--- src/core/tws_map.svh ---
// Register offsets, field positions, reset values and status codes
`ifndef TWS_MAP_SVH
`define TWS_MAP_SVH

`define TWS_OFF_RATE     8'hb8
`define TWS_OFF_STATUS   8'hb9
`define TWS_OFF_OWN      8'hba
`define TWS_OFF_DATA     8'hbb
`define TWS_OFF_CTRL     8'hbc
`define TWS_OFF_MASK     8'hbd

`define TWS_RST_RATE     8'h00
`define TWS_RST_PRESCALE 2'h0
`define TWS_RST_OWN      8'hfe
`define TWS_RST_DATA     8'hff
`define TWS_RST_MASK     7'h00

`define TWS_CTL_DONE     7
`define TWS_CTL_ACK      6
`define TWS_CTL_STA      5
`define TWS_CTL_STO      4
`define TWS_CTL_WCOL     3
`define TWS_CTL_EN       2
`define TWS_CTL_IE       0
`define TWS_OWN_GCE      0

`define TWS_RATE_BASE    15'h0008
`define TWS_BIT_ACK      4'h8
`define TWS_BIT_PRE      4'hf

// Status codes, upper five bits of the status register
`define TWS_ST_START     5'h01
`define TWS_ST_RSTART    5'h02
`define TWS_ST_MT_SLA_A  5'h03
`define TWS_ST_MT_SLA_N  5'h04
`define TWS_ST_MT_DAT_A  5'h05
`define TWS_ST_MT_DAT_N  5'h06
`define TWS_ST_LOST      5'h07
`define TWS_ST_MR_SLA_A  5'h08
`define TWS_ST_MR_SLA_N  5'h09
`define TWS_ST_MR_DAT_A  5'h0a
`define TWS_ST_MR_DAT_N  5'h0b
`define TWS_ST_SR_OWN    5'h0c
`define TWS_ST_SR_GC     5'h0e
`define TWS_ST_SR_DAT_A  5'h10
`define TWS_ST_SR_DAT_N  5'h11
`define TWS_ST_GC_DAT_A  5'h12
`define TWS_ST_GC_DAT_N  5'h13
`define TWS_ST_SR_STOP   5'h14
`define TWS_ST_ST_OWN    5'h15
`define TWS_ST_ST_DAT_A  5'h17
`define TWS_ST_ST_DAT_N  5'h18
`define TWS_ST_NONE      5'h1f

`endif

--- src/core/tws_pkg.sv ---
// Types shared by the two-wire unit
package tws_pkg;
	typedef enum logic [2:0] {
		TWS_OFF    = 3'b000,
		TWS_IDLE   = 3'b001,
		TWS_XFER   = 3'b010,
		TWS_HOLD   = 3'b011,
		TWS_MSTART = 3'b100,
		TWS_MSTOP  = 3'b101
	} tws_state_t;
endpackage

--- src/core/tws_pin_filter.sv ---
// Pin synchroniser with a one-sample spike filter
`timescale 1ns/10ps
module tws_pin_filter
(
	// Clock and reset
	input  wire logic sys_clk,
	input  wire logic rst,
	// Pin and control
	input  wire logic pin,
	input  wire logic filter_en,
	// Clean level
	output logic      level
);
	logic meta_reg;
	logic sync_reg;
	logic last_reg;

	always_ff @(posedge sys_clk)
	begin
		if (rst)
		begin
			meta_reg <= 1'b1;
			sync_reg <= 1'b1;
			last_reg <= 1'b1;
			level    <= 1'b1;
		end
		else
		begin
			meta_reg <= pin;
			sync_reg <= meta_reg;
			last_reg <= sync_reg;
			// With filter_en set, a single odd sample never reaches the bus logic
			if (!filter_en || sync_reg == last_reg)
				level <= sync_reg;
		end
	end
endmodule // tws_pin_filter

--- src/core/tws_rate.sv ---
// Half-period tick divider for the master SCL
`include "tws_map.svh"
`timescale 1ns/10ps
module tws_rate
(
	// Clock and reset
	input  wire logic       sys_clk,
	input  wire logic       rst,
	// Control
	input  wire logic       run,
	input  wire logic [7:0] divisor,
	input  wire logic [1:0] prescale_sel,
	// One-cycle pulse each SCL half period
	output logic            tick
);
	logic [14:0] scaled;
	logic [14:0] period;
	logic [14:0] count_reg;

	// Half period is base plus divisor times 1, 4, 16 or 64
	assign scaled = {7'h00, divisor} << {prescale_sel, 1'b0};
	assign period = scaled + `TWS_RATE_BASE;

	always_ff @(posedge sys_clk)
	begin
		if (rst || !run)
		begin
			count_reg <= 15'h0000;
			tick      <= 1'b0;
		end
		else if (count_reg >= period - 15'h0001)
		begin
			count_reg <= 15'h0000;
			tick      <= 1'b1;
		end
		else
		begin
			count_reg <= count_reg + 15'h0001;
			tick      <= 1'b0;
		end
	end
endmodule // tws_rate

--- src/core/tws_ctrl.sv ---
// Two-wire serial bus controller: registers and byte engine
`include "tws_map.svh"
`timescale 1ns/10ps
module tws_ctrl
(
	// Clock and reset
	input  wire logic       sys_clk,
	input  wire logic       rst,
	// Register port
	input  wire logic [7:0] reg_addr,
	input  wire logic [7:0] reg_wdata,
	input  wire logic       reg_wr,
	input  wire logic       reg_rd,
	output logic      [7:0] reg_rdata,
	// Processor interrupt
	input  wire logic       global_irq_enable,
	output logic            irq,
	// Two-wire bus pins
	input  wire logic       scl_in,
	output logic            scl_out,
	output logic            scl_oe,
	input  wire logic       sda_in,
	output logic            sda_out,
	output logic            sda_oe
);
	function automatic logic hit(input logic [7:0] a, input logic [7:0] off);
		return a == off;
	endfunction

	tws_pkg::tws_state_t state_reg;
	logic [7:0] rate_reg;
	logic [1:0] prescale_reg;
	logic [7:0] own_addr_reg;
	logic [6:0] mask_reg;
	logic [7:0] shift_reg;
	logic [4:0] status_reg;
	logic [1:0] phase_reg;
	logic [3:0] bit_cnt_reg;
	logic       job_done_reg;
	logic       ack_en_reg;
	logic       start_req_reg;
	logic       stop_req_reg;
	logic       wcol_reg;
	logic       enable_reg;
	logic       irq_en_reg;
	logic       master_reg;
	logic       xmit_reg;
	logic       addr_phase_reg;
	logic       addressed_reg;
	logic       gc_reg;
	logic       lost_reg;
	logic       nack_reg;
	logic       ack_rx_reg;
	logic       after_start_reg;
	logic       bus_busy_reg;
	logic       scl_prev_reg;
	logic       sda_prev_reg;
	logic       scl_f;
	logic       sda_f;
	logic       tick;
	logic       wr_data;
	logic       wr_ctrl;
	logic       go;
	logic       start_det;
	logic       stop_det;
	logic       in_xfer;
	logic       m_high_done;
	logic       lose;
	logic       rise;
	logic       fall;
	logic       ack_bit;
	logic       own_hit;
	logic       gc_hit;
	logic       ack_send;
	logic       scl_want;
	logic       sda_want;

	tws_pin_filter u_scl_filter
	(
		.sys_clk   (sys_clk),
		.rst       (rst),
		.pin       (scl_in),
		.filter_en (enable_reg),
		.level     (scl_f)
	);

	tws_pin_filter u_sda_filter
	(
		.sys_clk   (sys_clk),
		.rst       (rst),
		.pin       (sda_in),
		.filter_en (enable_reg),
		.level     (sda_f)
	);

	tws_rate u_rate
	(
		.sys_clk      (sys_clk),
		.rst          (rst),
		.run          (enable_reg),
		.divisor      (rate_reg),
		.prescale_sel (prescale_reg),
		.tick         (tick)
	);

	assign wr_data = reg_wr && hit(reg_addr, `TWS_OFF_DATA);
	assign wr_ctrl = reg_wr && hit(reg_addr, `TWS_OFF_CTRL);
	assign go      = wr_ctrl && reg_wdata[`TWS_CTL_DONE];

	assign start_det = scl_f && scl_prev_reg && sda_prev_reg && !sda_f;
	assign stop_det  = scl_f && scl_prev_reg && !sda_prev_reg && sda_f;
	assign in_xfer   = state_reg == tws_pkg::TWS_XFER;

	// Master clocks the bit itself; a slave follows the bus edges
	assign m_high_done = in_xfer && master_reg && phase_reg[0] && tick
		&& scl_f;
	assign lose = m_high_done && xmit_reg && !bit_cnt_reg[3]
		&& shift_reg[7] && !sda_f;
	assign rise = (in_xfer && !master_reg && scl_f && !scl_prev_reg)
		|| m_high_done;
	assign fall = (in_xfer && !master_reg && !scl_f && scl_prev_reg)
		|| (m_high_done && !lose);
	assign ack_bit = m_high_done ? sda_f : ack_rx_reg;

	// Masked compare against the own address; master modes never match
	assign own_hit = !master_reg && (shift_reg[7:1] != 7'h00)
		&& (((shift_reg[7:1] ^ own_addr_reg[7:1]) & ~mask_reg) == 7'h00);
	assign gc_hit  = !master_reg && (shift_reg[7:1] == 7'h00)
		&& own_addr_reg[`TWS_OWN_GCE];

	always_comb
	begin
		if (addr_phase_reg && !master_reg)
			ack_send = ack_en_reg && (own_hit || gc_hit);
		else
			ack_send = ack_en_reg && (master_reg || addressed_reg);
	end

	// Pin drive wishes; a one means pull the line low
	always_comb
	begin
		scl_want = 1'b0;
		sda_want = 1'b0;
		unique case (state_reg)
			tws_pkg::TWS_XFER:
			begin
				scl_want = master_reg && !phase_reg[0];
				if (bit_cnt_reg < `TWS_BIT_ACK)
					sda_want = xmit_reg && !shift_reg[7];
				else if (bit_cnt_reg == `TWS_BIT_ACK)
					sda_want = !xmit_reg && ack_send;
			end
			tws_pkg::TWS_HOLD:
			begin
				scl_want = master_reg || addressed_reg;
				sda_want = master_reg && after_start_reg;
			end
			tws_pkg::TWS_MSTART:
			begin
				scl_want = phase_reg == 2'h0;
				sda_want = phase_reg == 2'h2;
			end
			tws_pkg::TWS_MSTOP:
			begin
				scl_want = phase_reg == 2'h0;
				sda_want = phase_reg != 2'h2;
			end
			default:
			begin
				scl_want = 1'b0;
				sda_want = 1'b0;
			end
		endcase
	end

	// Software-owned settings
	always_ff @(posedge sys_clk)
	begin
		if (rst)
		begin
			rate_reg      <= `TWS_RST_RATE;
			prescale_reg  <= `TWS_RST_PRESCALE;
			own_addr_reg  <= `TWS_RST_OWN;
			mask_reg      <= `TWS_RST_MASK;
			ack_en_reg    <= 1'b0;
			start_req_reg <= 1'b0;
			enable_reg    <= 1'b0;
			irq_en_reg    <= 1'b0;
		end
		else if (reg_wr)
		begin
			if (hit(reg_addr, `TWS_OFF_RATE))
				rate_reg <= reg_wdata;
			if (hit(reg_addr, `TWS_OFF_STATUS))
				prescale_reg <= reg_wdata[1:0];
			if (hit(reg_addr, `TWS_OFF_OWN))
				own_addr_reg <= reg_wdata;
			if (hit(reg_addr, `TWS_OFF_MASK))
				mask_reg <= reg_wdata[7:1];
			if (wr_ctrl)
			begin
				ack_en_reg    <= reg_wdata[`TWS_CTL_ACK];
				start_req_reg <= reg_wdata[`TWS_CTL_STA];
				enable_reg    <= reg_wdata[`TWS_CTL_EN];
				irq_en_reg    <= reg_wdata[`TWS_CTL_IE];
			end
		end
	end

	// Write collision: data writes outside job-done are refused
	always_ff @(posedge sys_clk)
	begin
		if (rst)
			wcol_reg <= 1'b0;
		else if (wr_data)
			wcol_reg <= !job_done_reg;
	end

	// Bus line history and busy tracking
	always_ff @(posedge sys_clk)
	begin
		if (rst)
		begin
			scl_prev_reg <= 1'b1;
			sda_prev_reg <= 1'b1;
			bus_busy_reg <= 1'b0;
		end
		else
		begin
			scl_prev_reg <= scl_f;
			sda_prev_reg <= sda_f;
			if (!enable_reg || stop_det)
				bus_busy_reg <= 1'b0;
			else if (start_det)
				bus_busy_reg <= 1'b1;
		end
	end

	// Byte engine
	always_ff @(posedge sys_clk)
	begin
		if (rst)
		begin
			state_reg       <= tws_pkg::TWS_OFF;
			shift_reg       <= `TWS_RST_DATA;
			status_reg      <= `TWS_ST_NONE;
			phase_reg       <= 2'h0;
			bit_cnt_reg     <= 4'h0;
			job_done_reg    <= 1'b0;
			stop_req_reg    <= 1'b0;
			master_reg      <= 1'b0;
			xmit_reg        <= 1'b0;
			addr_phase_reg  <= 1'b0;
			addressed_reg   <= 1'b0;
			gc_reg          <= 1'b0;
			lost_reg        <= 1'b0;
			nack_reg        <= 1'b0;
			ack_rx_reg      <= 1'b1;
			after_start_reg <= 1'b0;
		end
		else
		begin
			// Any set below is written later and so wins over a clear
			if (go)
			begin
				job_done_reg <= 1'b0;
				status_reg   <= `TWS_ST_NONE;
			end
			if (wr_ctrl)
				stop_req_reg <= reg_wdata[`TWS_CTL_STO];
			if (wr_data && job_done_reg)
				shift_reg <= reg_wdata;
			if (!enable_reg)
			begin
				state_reg     <= tws_pkg::TWS_OFF;
				master_reg    <= 1'b0;
				addressed_reg <= 1'b0;
				lost_reg      <= 1'b0;
			end
			else
			begin
				unique case (state_reg)
					tws_pkg::TWS_OFF:
						state_reg <= tws_pkg::TWS_IDLE;
					tws_pkg::TWS_IDLE:
					begin
						if (start_det)
						begin
							state_reg      <= tws_pkg::TWS_XFER;
							bit_cnt_reg    <= `TWS_BIT_PRE;
							addr_phase_reg <= 1'b1;
							xmit_reg       <= 1'b0;
						end
						else if (start_req_reg)
						begin
							state_reg <= tws_pkg::TWS_MSTART;
							phase_reg <= 2'h1;
						end
					end
					tws_pkg::TWS_XFER:
					begin
						if (start_det && !master_reg)
						begin
							bit_cnt_reg    <= `TWS_BIT_PRE;
							addr_phase_reg <= 1'b1;
							addressed_reg  <= 1'b0;
							xmit_reg       <= 1'b0;
						end
						else if (stop_det && !master_reg)
						begin
							addressed_reg <= 1'b0;
							lost_reg      <= 1'b0;
							if (addressed_reg && !xmit_reg)
							begin
								status_reg   <= `TWS_ST_SR_STOP;
								job_done_reg <= 1'b1;
								state_reg    <= tws_pkg::TWS_HOLD;
							end
							else
								state_reg <= tws_pkg::TWS_IDLE;
						end
						else
						begin
							if (master_reg && !phase_reg[0] && tick)
								phase_reg <= 2'h1;
							if (m_high_done)
								phase_reg <= 2'h0;
							if (lose)
							begin
								master_reg <= 1'b0;
								xmit_reg   <= 1'b0;
								lost_reg   <= 1'b1;
							end
							// Bus bits enter even while sending
							if (rise && !bit_cnt_reg[3])
								shift_reg <= {shift_reg[6:0], sda_f};
							else if (rise)
								ack_rx_reg <= sda_f;
							if (fall && bit_cnt_reg == `TWS_BIT_ACK)
							begin
								bit_cnt_reg  <= 4'h0;
								job_done_reg <= 1'b1;
								state_reg    <= tws_pkg::TWS_HOLD;
								if (addr_phase_reg && !master_reg)
								begin
									addr_phase_reg <= 1'b0;
									lost_reg       <= 1'b0;
									if (ack_send)
									begin
										addressed_reg <= 1'b1;
										gc_reg        <= !own_hit;
										xmit_reg      <= shift_reg[0];
										nack_reg      <= 1'b0;
										if (shift_reg[0])
											status_reg <= `TWS_ST_ST_OWN;
										else if (own_hit)
											status_reg <= `TWS_ST_SR_OWN;
										else
											status_reg <= `TWS_ST_SR_GC;
									end
									else if (lost_reg)
										status_reg <= `TWS_ST_LOST;
									else
									begin
										job_done_reg <= 1'b0;
										state_reg    <= tws_pkg::TWS_IDLE;
									end
								end
								else if (master_reg && addr_phase_reg)
								begin
									addr_phase_reg <= 1'b0;
									xmit_reg       <= !shift_reg[0];
									if (shift_reg[0])
										status_reg <= !ack_bit ?
											`TWS_ST_MR_SLA_A : `TWS_ST_MR_SLA_N;
									else
										status_reg <= !ack_bit ?
											`TWS_ST_MT_SLA_A : `TWS_ST_MT_SLA_N;
								end
								else if (master_reg && xmit_reg)
									status_reg <= !ack_bit ?
										`TWS_ST_MT_DAT_A : `TWS_ST_MT_DAT_N;
								else if (master_reg)
									status_reg <= ack_send ?
										`TWS_ST_MR_DAT_A : `TWS_ST_MR_DAT_N;
								else if (addressed_reg && xmit_reg)
								begin
									nack_reg   <= ack_bit;
									status_reg <= !ack_bit ?
										`TWS_ST_ST_DAT_A : `TWS_ST_ST_DAT_N;
								end
								else if (addressed_reg && gc_reg)
								begin
									nack_reg   <= !ack_send;
									status_reg <= ack_send ?
										`TWS_ST_GC_DAT_A : `TWS_ST_GC_DAT_N;
								end
								else if (addressed_reg)
								begin
									nack_reg   <= !ack_send;
									status_reg <= ack_send ?
										`TWS_ST_SR_DAT_A : `TWS_ST_SR_DAT_N;
								end
								else
								begin
									lost_reg   <= 1'b0;
									status_reg <= `TWS_ST_LOST;
								end
							end
							else if (fall && bit_cnt_reg == `TWS_BIT_PRE)
								bit_cnt_reg <= 4'h0;
							else if (fall)
								bit_cnt_reg <= bit_cnt_reg + 4'h1;
						end
					end
					tws_pkg::TWS_HOLD:
					begin
						// Clearing job-done releases the stretched clock
						if (go)
						begin
							after_start_reg <= 1'b0;
							bit_cnt_reg     <= 4'h0;
							phase_reg       <= 2'h0;
							if (reg_wdata[`TWS_CTL_STO] && master_reg)
								state_reg <= tws_pkg::TWS_MSTOP;
							else if (reg_wdata[`TWS_CTL_STO])
							begin
								addressed_reg <= 1'b0;
								stop_req_reg  <= 1'b0;
								state_reg     <= tws_pkg::TWS_IDLE;
							end
							else if (reg_wdata[`TWS_CTL_STA])
							begin
								state_reg <= tws_pkg::TWS_MSTART;
								phase_reg <= master_reg ? 2'h0 : 2'h1;
							end
							else if (master_reg || (addressed_reg && !nack_reg))
							begin
								state_reg      <= tws_pkg::TWS_XFER;
								addr_phase_reg <= after_start_reg;
								xmit_reg       <= xmit_reg || after_start_reg;
							end
							else
							begin
								addressed_reg <= 1'b0;
								state_reg     <= tws_pkg::TWS_IDLE;
							end
						end
					end
					tws_pkg::TWS_MSTART:
					begin
						if (start_det && !master_reg && phase_reg != 2'h2)
						begin
							state_reg      <= tws_pkg::TWS_XFER;
							bit_cnt_reg    <= `TWS_BIT_PRE;
							addr_phase_reg <= 1'b1;
							xmit_reg       <= 1'b0;
						end
						else if (tick)
						begin
							if (phase_reg == 2'h0)
								phase_reg <= 2'h1;
							else if (phase_reg == 2'h1)
							begin
								// Wait for a STOP unless the bus is already ours
								if (scl_f && sda_f && (master_reg || !bus_busy_reg))
									phase_reg <= 2'h2;
							end
							else
							begin
								status_reg      <= master_reg ?
									`TWS_ST_RSTART : `TWS_ST_START;
								master_reg      <= 1'b1;
								after_start_reg <= 1'b1;
								addressed_reg   <= 1'b0;
								lost_reg        <= 1'b0;
								job_done_reg    <= 1'b1;
								phase_reg       <= 2'h0;
								state_reg       <= tws_pkg::TWS_HOLD;
							end
						end
					end
					tws_pkg::TWS_MSTOP:
					begin
						if (tick)
						begin
							if (phase_reg == 2'h0)
								phase_reg <= 2'h1;
							else if (phase_reg == 2'h1 && scl_f)
								phase_reg <= 2'h2;
							else if (phase_reg == 2'h2)
							begin
								stop_req_reg <= 1'b0;
								master_reg   <= 1'b0;
								xmit_reg     <= 1'b0;
								phase_reg    <= 2'h0;
								state_reg    <= tws_pkg::TWS_IDLE;
							end
						end
					end
					default:
						state_reg <= tws_pkg::TWS_OFF;
				endcase
			end
		end
	end

	// Registered pins and interrupt
	always_ff @(posedge sys_clk)
	begin
		if (rst)
		begin
			scl_out <= 1'b0;
			sda_out <= 1'b0;
			scl_oe  <= 1'b0;
			sda_oe  <= 1'b0;
			irq     <= 1'b0;
		end
		else
		begin
			scl_out <= 1'b0;
			sda_out <= 1'b0;
			scl_oe  <= enable_reg && scl_want;
			sda_oe  <= enable_reg && sda_want;
			irq     <= job_done_reg && irq_en_reg && global_irq_enable;
		end
	end

	// Read data stand for one cycle after the strobe
	always_ff @(posedge sys_clk)
	begin
		if (rst || !reg_rd)
			reg_rdata <= 8'h00;
		else if (hit(reg_addr, `TWS_OFF_RATE))
			reg_rdata <= rate_reg;
		else if (hit(reg_addr, `TWS_OFF_STATUS))
			reg_rdata <= {status_reg, 1'b0, prescale_reg};
		else if (hit(reg_addr, `TWS_OFF_OWN))
			reg_rdata <= own_addr_reg;
		else if (hit(reg_addr, `TWS_OFF_DATA))
			reg_rdata <= shift_reg;
		else if (hit(reg_addr, `TWS_OFF_CTRL))
			reg_rdata <= {job_done_reg, ack_en_reg, start_req_reg,
				stop_req_reg, wcol_reg, enable_reg, 1'b0, irq_en_reg};
		else if (hit(reg_addr, `TWS_OFF_MASK))
			reg_rdata <= {mask_reg, 1'b0};
		else
			reg_rdata <= 8'h00;
	end
endmodule // tws_ctrl

--- config.mk ---
export PLATFORM = sky130hd
export DESIGN_NAME = tws_ctrl
export DESIGN_NICKNAME = d
export VERILOG_FILES = /design/src/core/tws_pkg.sv /design/src/core/tws_pin_filter.sv /design/src/core/tws_rate.sv /design/src/core/tws_ctrl.sv
export VERILOG_INCLUDE_DIRS = /design/src /design/src/core
export SDC_FILE = /design/constraint.sdc
export NUM_CORES = 1
export LEC_CHECK = 0
export BUFFER_PORTS_ARGS = -buffer_cell sky130_fd_sc_hd__buf_2
export CAP_MARGIN = 10
export CORE_MARGIN = 2
export CORE_UTILIZATION = 36
export DETAILED_ROUTE_END_ITERATION = 10
export GPL_ROUTABILITY_DRIVEN = 0
export PLACE_DENSITY = 0.53
export REMOVE_ABC_BUFFERS = 1
export SLEW_MARGIN = 20
export SYNTH_ARGS = -nofsm -noshare
export SYNTH_HDL_FRONTEND = slang
export SYNTH_HIERARCHICAL = 1
export SYNTH_SLANG_ARGS = --single-unit
--- constraint.sdc ---
create_clock -name sys_clk -period 2.67 [get_ports sys_clk]
set_input_delay 0.1335 -clock sys_clk [delete_from_list [all_inputs] [get_ports sys_clk]]
set_output_delay 0.1335 -clock sys_clk [all_outputs]
set_load 0.1 [all_outputs]
# [Word-level counts from Yosys, hierarchy flattened]
# Index checks and enable logic that the tools add are counted.
[word_totals] ramBits=0 input_bits=23 register_bits=101 mem_bits_ro=0 latch_bits=0 mem_count=0 out_inout_bits=13 wordCells=437
[classes] n_bitwise=7 n_div=0 reduce_logical=118 muxes=204 mul=0 order_cmp=2 add_sub_neg=4 n_eq_ne=59 shifts=1
[op_table] operator="$mux W1" n=106
[op_table] operator="$mux W5" n=20
[op_table] operator="$mux W8" n=12
[op_table] operator="$logic_and A1 B1 Y1" n=55
[op_table] operator="$mux W3" n=18
[op_table] operator="$eq A8 B8 Y1 const B" n=6
[op_table] operator="$mux W2" n=24
[op_table] operator="$ne A2 B2 Y1 const B" n=21
[op_table] operator="$mux W4" n=10
[op_table] operator="$reduce_and A12 Y1" n=3
[op_table] operator="$reduce_and A7 Y1" n=3
[op_table] operator="$logic_not A1 Y1" n=18
[op_table] operator="$ne A3 B3 Y1 const B" n=6
[op_table] operator="$pmux W3 S6" n=1
[op_table] operator="$ne A4 B1 Y1 const B" n=4
[op_table] operator="$pmux W4 S4" n=1
[op_table] operator="$add A15 B1 Y15 const B" n=1
[op_table] operator="$add A15 B4 Y15 const B" n=1
[op_table] operator="$ge A15 B15 Y1" n=1
[op_table] operator="$shl A8 B3 Y15" n=1
[op_table] operator="$sub A15 B1 Y15 const B" n=1
[op_table] operator="$logic_not A7 Y1" n=2
[op_table] operator="$reduce_and A14 Y1" n=1
[op_table] operator="$reduce_and A13 Y1" n=1
[op_table] operator="37 further kinds" n=78

# [Longest topological paths before layout]
[depth] ltp_word=21 depth_mapped=14 depth_no_buf=11

# [Cells and area by module]
# The synthesis kept the hierarchy.
[modules_own_cells] mod="tws_ctrl" area_each_um2=5157.4 instances=1 seq_area_each_um2=1541.5 cells_per_inst=666
[modules_own_cells] mod="tws_rate" area_each_um2=1386.3 instances=1 seq_area_each_um2=320.3 cells_per_inst=163
[modules_own_cells] mod="tws_pin_filter" area_each_um2=122.6 instances=2 seq_area_each_um2=80.1 cells_per_inst=11

# [Worst setup path after synthesis]
# No wires, ideal clock.
[synth_timing] path_type="reg-to-reg" startpoint="register rate_reg[0]" endpoint="register u_rate.count_reg[10]" required_ns=2.538 path_stages_with_launch=14 path_buffers=2 path_slack_ns=-0.128 arrival_ns=2.666 period_less_slack_ns=2.798 setup_time_ns=0.132 path_cell_list="dfxtp_1 > buf_2 > nor3_1 > nor4_4 > nand4_2 > nor4b_1 > a21oi_1 > ha_1 > nand3_1 > nor2_1 > o21ai_0 > a31oi_1 > buf_2 > nor3_1"
[synth_between] elab_chain_len=5
[synth_rtl] item="start, declared" line_no="tws_ctrl.sv:31" rtl="logic [7:0] rate_reg;"
[synth_rtl] item="start signal, assigned" line_no="tws_ctrl.sv:181" rtl="rate_reg <= `TWS_RST_RATE;"
[synth_rtl] item="start signal, assigned" line_no="tws_ctrl.sv:193" rtl="rate_reg <= reg_wdata;"
[synth_rtl] item="$shl A8 B3 Y15" line_no="tws_rate.sv:21" rtl="assign scaled = {7'h00, divisor} << {prescale_sel, 1'b0};"
[synth_rtl] item="$add A15 B4 Y15 (no source line)"
[synth_rtl] item="$sub A15 B1 Y15" line_no="tws_rate.sv:31" rtl="else if (count_reg >= period - 15'h0001)"
[synth_rtl] item="$ge A15 B15 Y1" line_no="tws_rate.sv:31"
[synth_rtl] item="$reduce_or A2 Y1 (no source line)"
[synth_rtl] item="end signal, assigned" line_no="tws_rate.sv:38" rtl="count_reg <= count_reg + 15'h0001;"
[synth_rtl] item="end, declared" line_no="tws_rate.sv:18" rtl="logic [14:0] count_reg;"
# No other way between the ends.
# A chain may end at the register's enable or synchronous reset.

# [Worst setup path in the final report]
[layout_timing] startpoint="register prescale_reg[1]" endpoint="register u_rate.count_reg[6]"
[layout_between] elab_chain_len=5
[layout_rtl] item="start, declared" line_no="tws_ctrl.sv:32" rtl="logic [1:0] prescale_reg;"
[layout_rtl] item="start signal, assigned" line_no="tws_ctrl.sv:182" rtl="prescale_reg <= `TWS_RST_PRESCALE;"
[layout_rtl] item="start signal, assigned" line_no="tws_ctrl.sv:195" rtl="prescale_reg <= reg_wdata[1:0];"
[layout_rtl] item="$shl A8 B3 Y15" line_no="tws_rate.sv:21"
[layout_rtl] item="$add A15 B4 Y15 (no source line)"
[layout_rtl] item="$sub A15 B1 Y15" line_no="tws_rate.sv:31"
[layout_rtl] item="$ge A15 B15 Y1" line_no="tws_rate.sv:31"
[layout_rtl] item="$reduce_or A2 Y1 (no source line)"
# No other way between the ends.

==> impl_metrics.toml <==
[outcome]
outcome = "complete, no violations"

[die]
dieArea_mm2 = 0.01997
row_count = 50
fp.dieH_um = 141.3
ios = 36
start_util_pct = 36.54
dieWidth_um = 141.3
core-area_mm2 = 0.01858

[synth]
synth_seq_cells = 101
synth_area_leader_cell = "dfxtp_1"
synthCells = 851
synth_common_cells = "dfxtp_1, nand2_1, a21oi_1"
synth-simple-area-share_pct = 27.81
synth_edf_count = 0
synth_area_leaders = "dfxtp_1, nand2_1, a21oi_1"
synthArstFlopShare_pct = 0
syn_avg_cell_area_um2 = 7.978
syn-cell-area_mm2 = 0.006789
synth_top_family_by_area = "simple AND/OR/NAND/NOR gates"
synth_top_area_share_pct = 29.78
yosysSeqAreaShare_pct = 29.78
synthMostInstantiatedCell = "dfxtp_1"
synth_compound_area_share_pct = 21.47
synthMuxAreaShare_pct = 7.464
ys.flop_type = "dfxtp_1"
yosysWarnings = 6
synth_cell_types = 94
synthAdderAreaFrac_pct = 4.239
synth_xor_area_share_pct = 3.483

[hold_path]
holdPathEnd = "mask_reg[1]$_SDFFE_PP0P_"
holdPathStages = 3
worstHoldStart = "reg_wdata[2]"
hold_path_class = "input pin to flop"

[flow_run]
cap_violations = 0

[routing]
antenna_left = 0
drt_iter0_markers = 501
wl_per_cell_um = 18.50
via_per_inst = 5.693
wirelength_um = 21440
drtPass1Iterations = 6
vias = 6598
route.detailed.drc = 0

[sta]
period_minus_slack_ns = 2.644
maxSlewHeadroom_pct = 47.84
clock_skew_ns = 0.01501
fmax_ghz = 0.3782
slew_violations = 0
period_share_pct = 99.02
hold_violations = 0
finalSetupViolCount = 0
rsz0062_at_grt = "true"
worst_slew_pin_slew_ns = 0.7752

[final_layout]
fillers = 1889
largest_register_ffs = 15
final_cells = 1159
fin_util_pct = 43.02
finalNetCount = 966
layout-drive-gt1-share_pct = 21.95
syn2layout_area_growth_pct = 17.73
antenna_cells = 0

[critical_path]
rrSetupSlack_ns = 0.03
critPathArrivalTime_ns = 2.92
worstPathRequired_ns = 2.95
ff2ff_path_depth = 10
critical_path_class = "flop to flop"
start_kind = "flop"
cp-end-kind = "flop"
rr_startpoint = "prescale_reg[1]$_SDFFE_PP0P_"
cp_max_fo = 8
reg2reg_to = "u_rate/count_reg[6]$_SDFF_PP0_"

[global_routing]
grt_use_total_pct = 21.61
grt_pass1_vias = 6258
gr-total-overflow = 0
grt_max_degree = 32
grt_pass1_wl_um = 34300
grt_antenna_before_repair = 0

[cts]
clkLatencyLatePin_ns = 0.37
htreeDepth = 3
clockRootBuffer = "clkbuf_16"
numCtsBuffers = 9
clockBufferDepth = 2
clkTransAtPathRegs_ns = 0.08
cts_sinks = 101
cts_tree = "built"

[power_and_ir_drop]
power_uw = 3067
ir_drop_v = 0.0002965
p_leak_uw = 0.002920
power.density_mw_per_mm2 = 383.7

[placement]
io_buffers = 33
dp.cells = 1134
dp_hpwl_um = 15570
[worst max-delay path, cell delays in order (launching register included)]
cell     delay (ns)
dfxtp_4        0.41
buf_4          0.13
mux2_2         0.33
a22oi_1        0.40
xor2_1         0.20
ha_1           0.26
a21o_1         0.19
a21oi_2        0.16
a31oi_1        0.13
buf_4          0.19
nor3_1         0.16
[cells in the final DEF, fill, tap and decap left out, drive strengths merged, types with 4 or more instances in the layout]
cell type,synthesis,final
or4,6,6
nand3,35,35
clkinv,1,5
dfxtp,101,101
a21o,5,5
or2,8,8
xor2,12,12
and2,4,4
nand4,16,16
a2111oi,5,5
or3,8,8
nor3b,6,6
o211ai,4,4
nor2b,11,11
a32oi,7,7
xnor2,15,15
mux2i,27,27
clkbuf,27,9
o31ai,6,6
a21oi,70,70
nor3,44,44
nand2,99,99
nand2b,15,15
nor2,63,63
o21bai,6,6
nor4,7,7
and3,4,4
o21ai,49,49
o32ai,4,4
ha,23,23
buf,25,107
o21a,4,4
mux2,21,21
a31oi,10,10
inv,26,28
a211oi,8,8
[metrics by stage]
step	setup TNS (ns)	hold slack [ns]	cell area [um^2]	setup WS, ns
6_report	0	0.06429	7993	0.02604
5_1_grt	-2.176	0.07033	7993	-0.1526
3_5_place_dp	-1.977	0.3175	7485	-0.1338
2_1_floorplan	-7.766	0.2026	6511	-0.5219
3_3_place_gp	-0.4699	0.3163	7485	-0.03494
4_1_cts	0	0.05598	7878	0.001578
[worst max path at each step]
stage	cells past startpoint	slack, ns	endpoint	from
floorplan	11	-0.52	u_rate/count_reg[1]$_SDFF_PP0_	prescale_reg[1]$_SDFFE_PP0P_
global placement	12	-0.03	u_rate/count_reg[1]$_SDFF_PP0_	prescale_reg[1]$_SDFFE_PP0P_
detailed placement	12	-0.13	u_rate/count_reg[6]$_SDFF_PP0_	prescale_reg[1]$_SDFFE_PP0P_
CTS	13	0.002	u_rate/count_reg[7]$_SDFF_PP0_	prescale_reg[0]$_SDFFE_PP0P_
global route	11	-0.15	u_rate/count_reg[11]$_SDFF_PP0_	prescale_reg[0]$_SDFFE_PP0P_
finish	10	0.03	u_rate/count_reg[6]$_SDFF_PP0_	prescale_reg[1]$_SDFFE_PP0P_
[what timing repair did]
item,CTS,global route
gates cloned,1,0
endpoints found under the setup margin,16,17
resized for setup,18,18
hold buffers,2,0
hold endpoints to repair,2,0
buffers inserted,0,6
pin swaps,6,12
[power by group]
group	total (uW)	internal, uW	leakage (uW)	switching, uW
Combinational	162	55.6	0.00195	107
Clock	1390	675	0.000148	713
Sequential	1520	1510	0.000820	6.84
[final cells by class]
cell class	instances	area [um^2]	share of cell area [%]
multi-input combinational	672	4484	56.11
clock buffer	9	225.2	2.818
clock inverter	7	90.09	1.127
tap	234	292.8	3.663
timing repair buffer	109	760.7	9.518
inverter	27	101.3	1.268
sequential	101	2038	25.50
[cell families after synthesis]
kind of cell / Yosys count
compound gates: 224
mux: 48
other cells: 2
buf+inv: 79
xor+xnor: 27
fa+ha+maj: 23
simple gates: 347
flops: 101
[per-layer routing]
layer,wire length (um),track usage (%)
met2,9756,34.52
met3,1299,3.780
met1,9982,30.22
met5,0,0
met4,397,5.632
(Power assumes the default switching activity.)
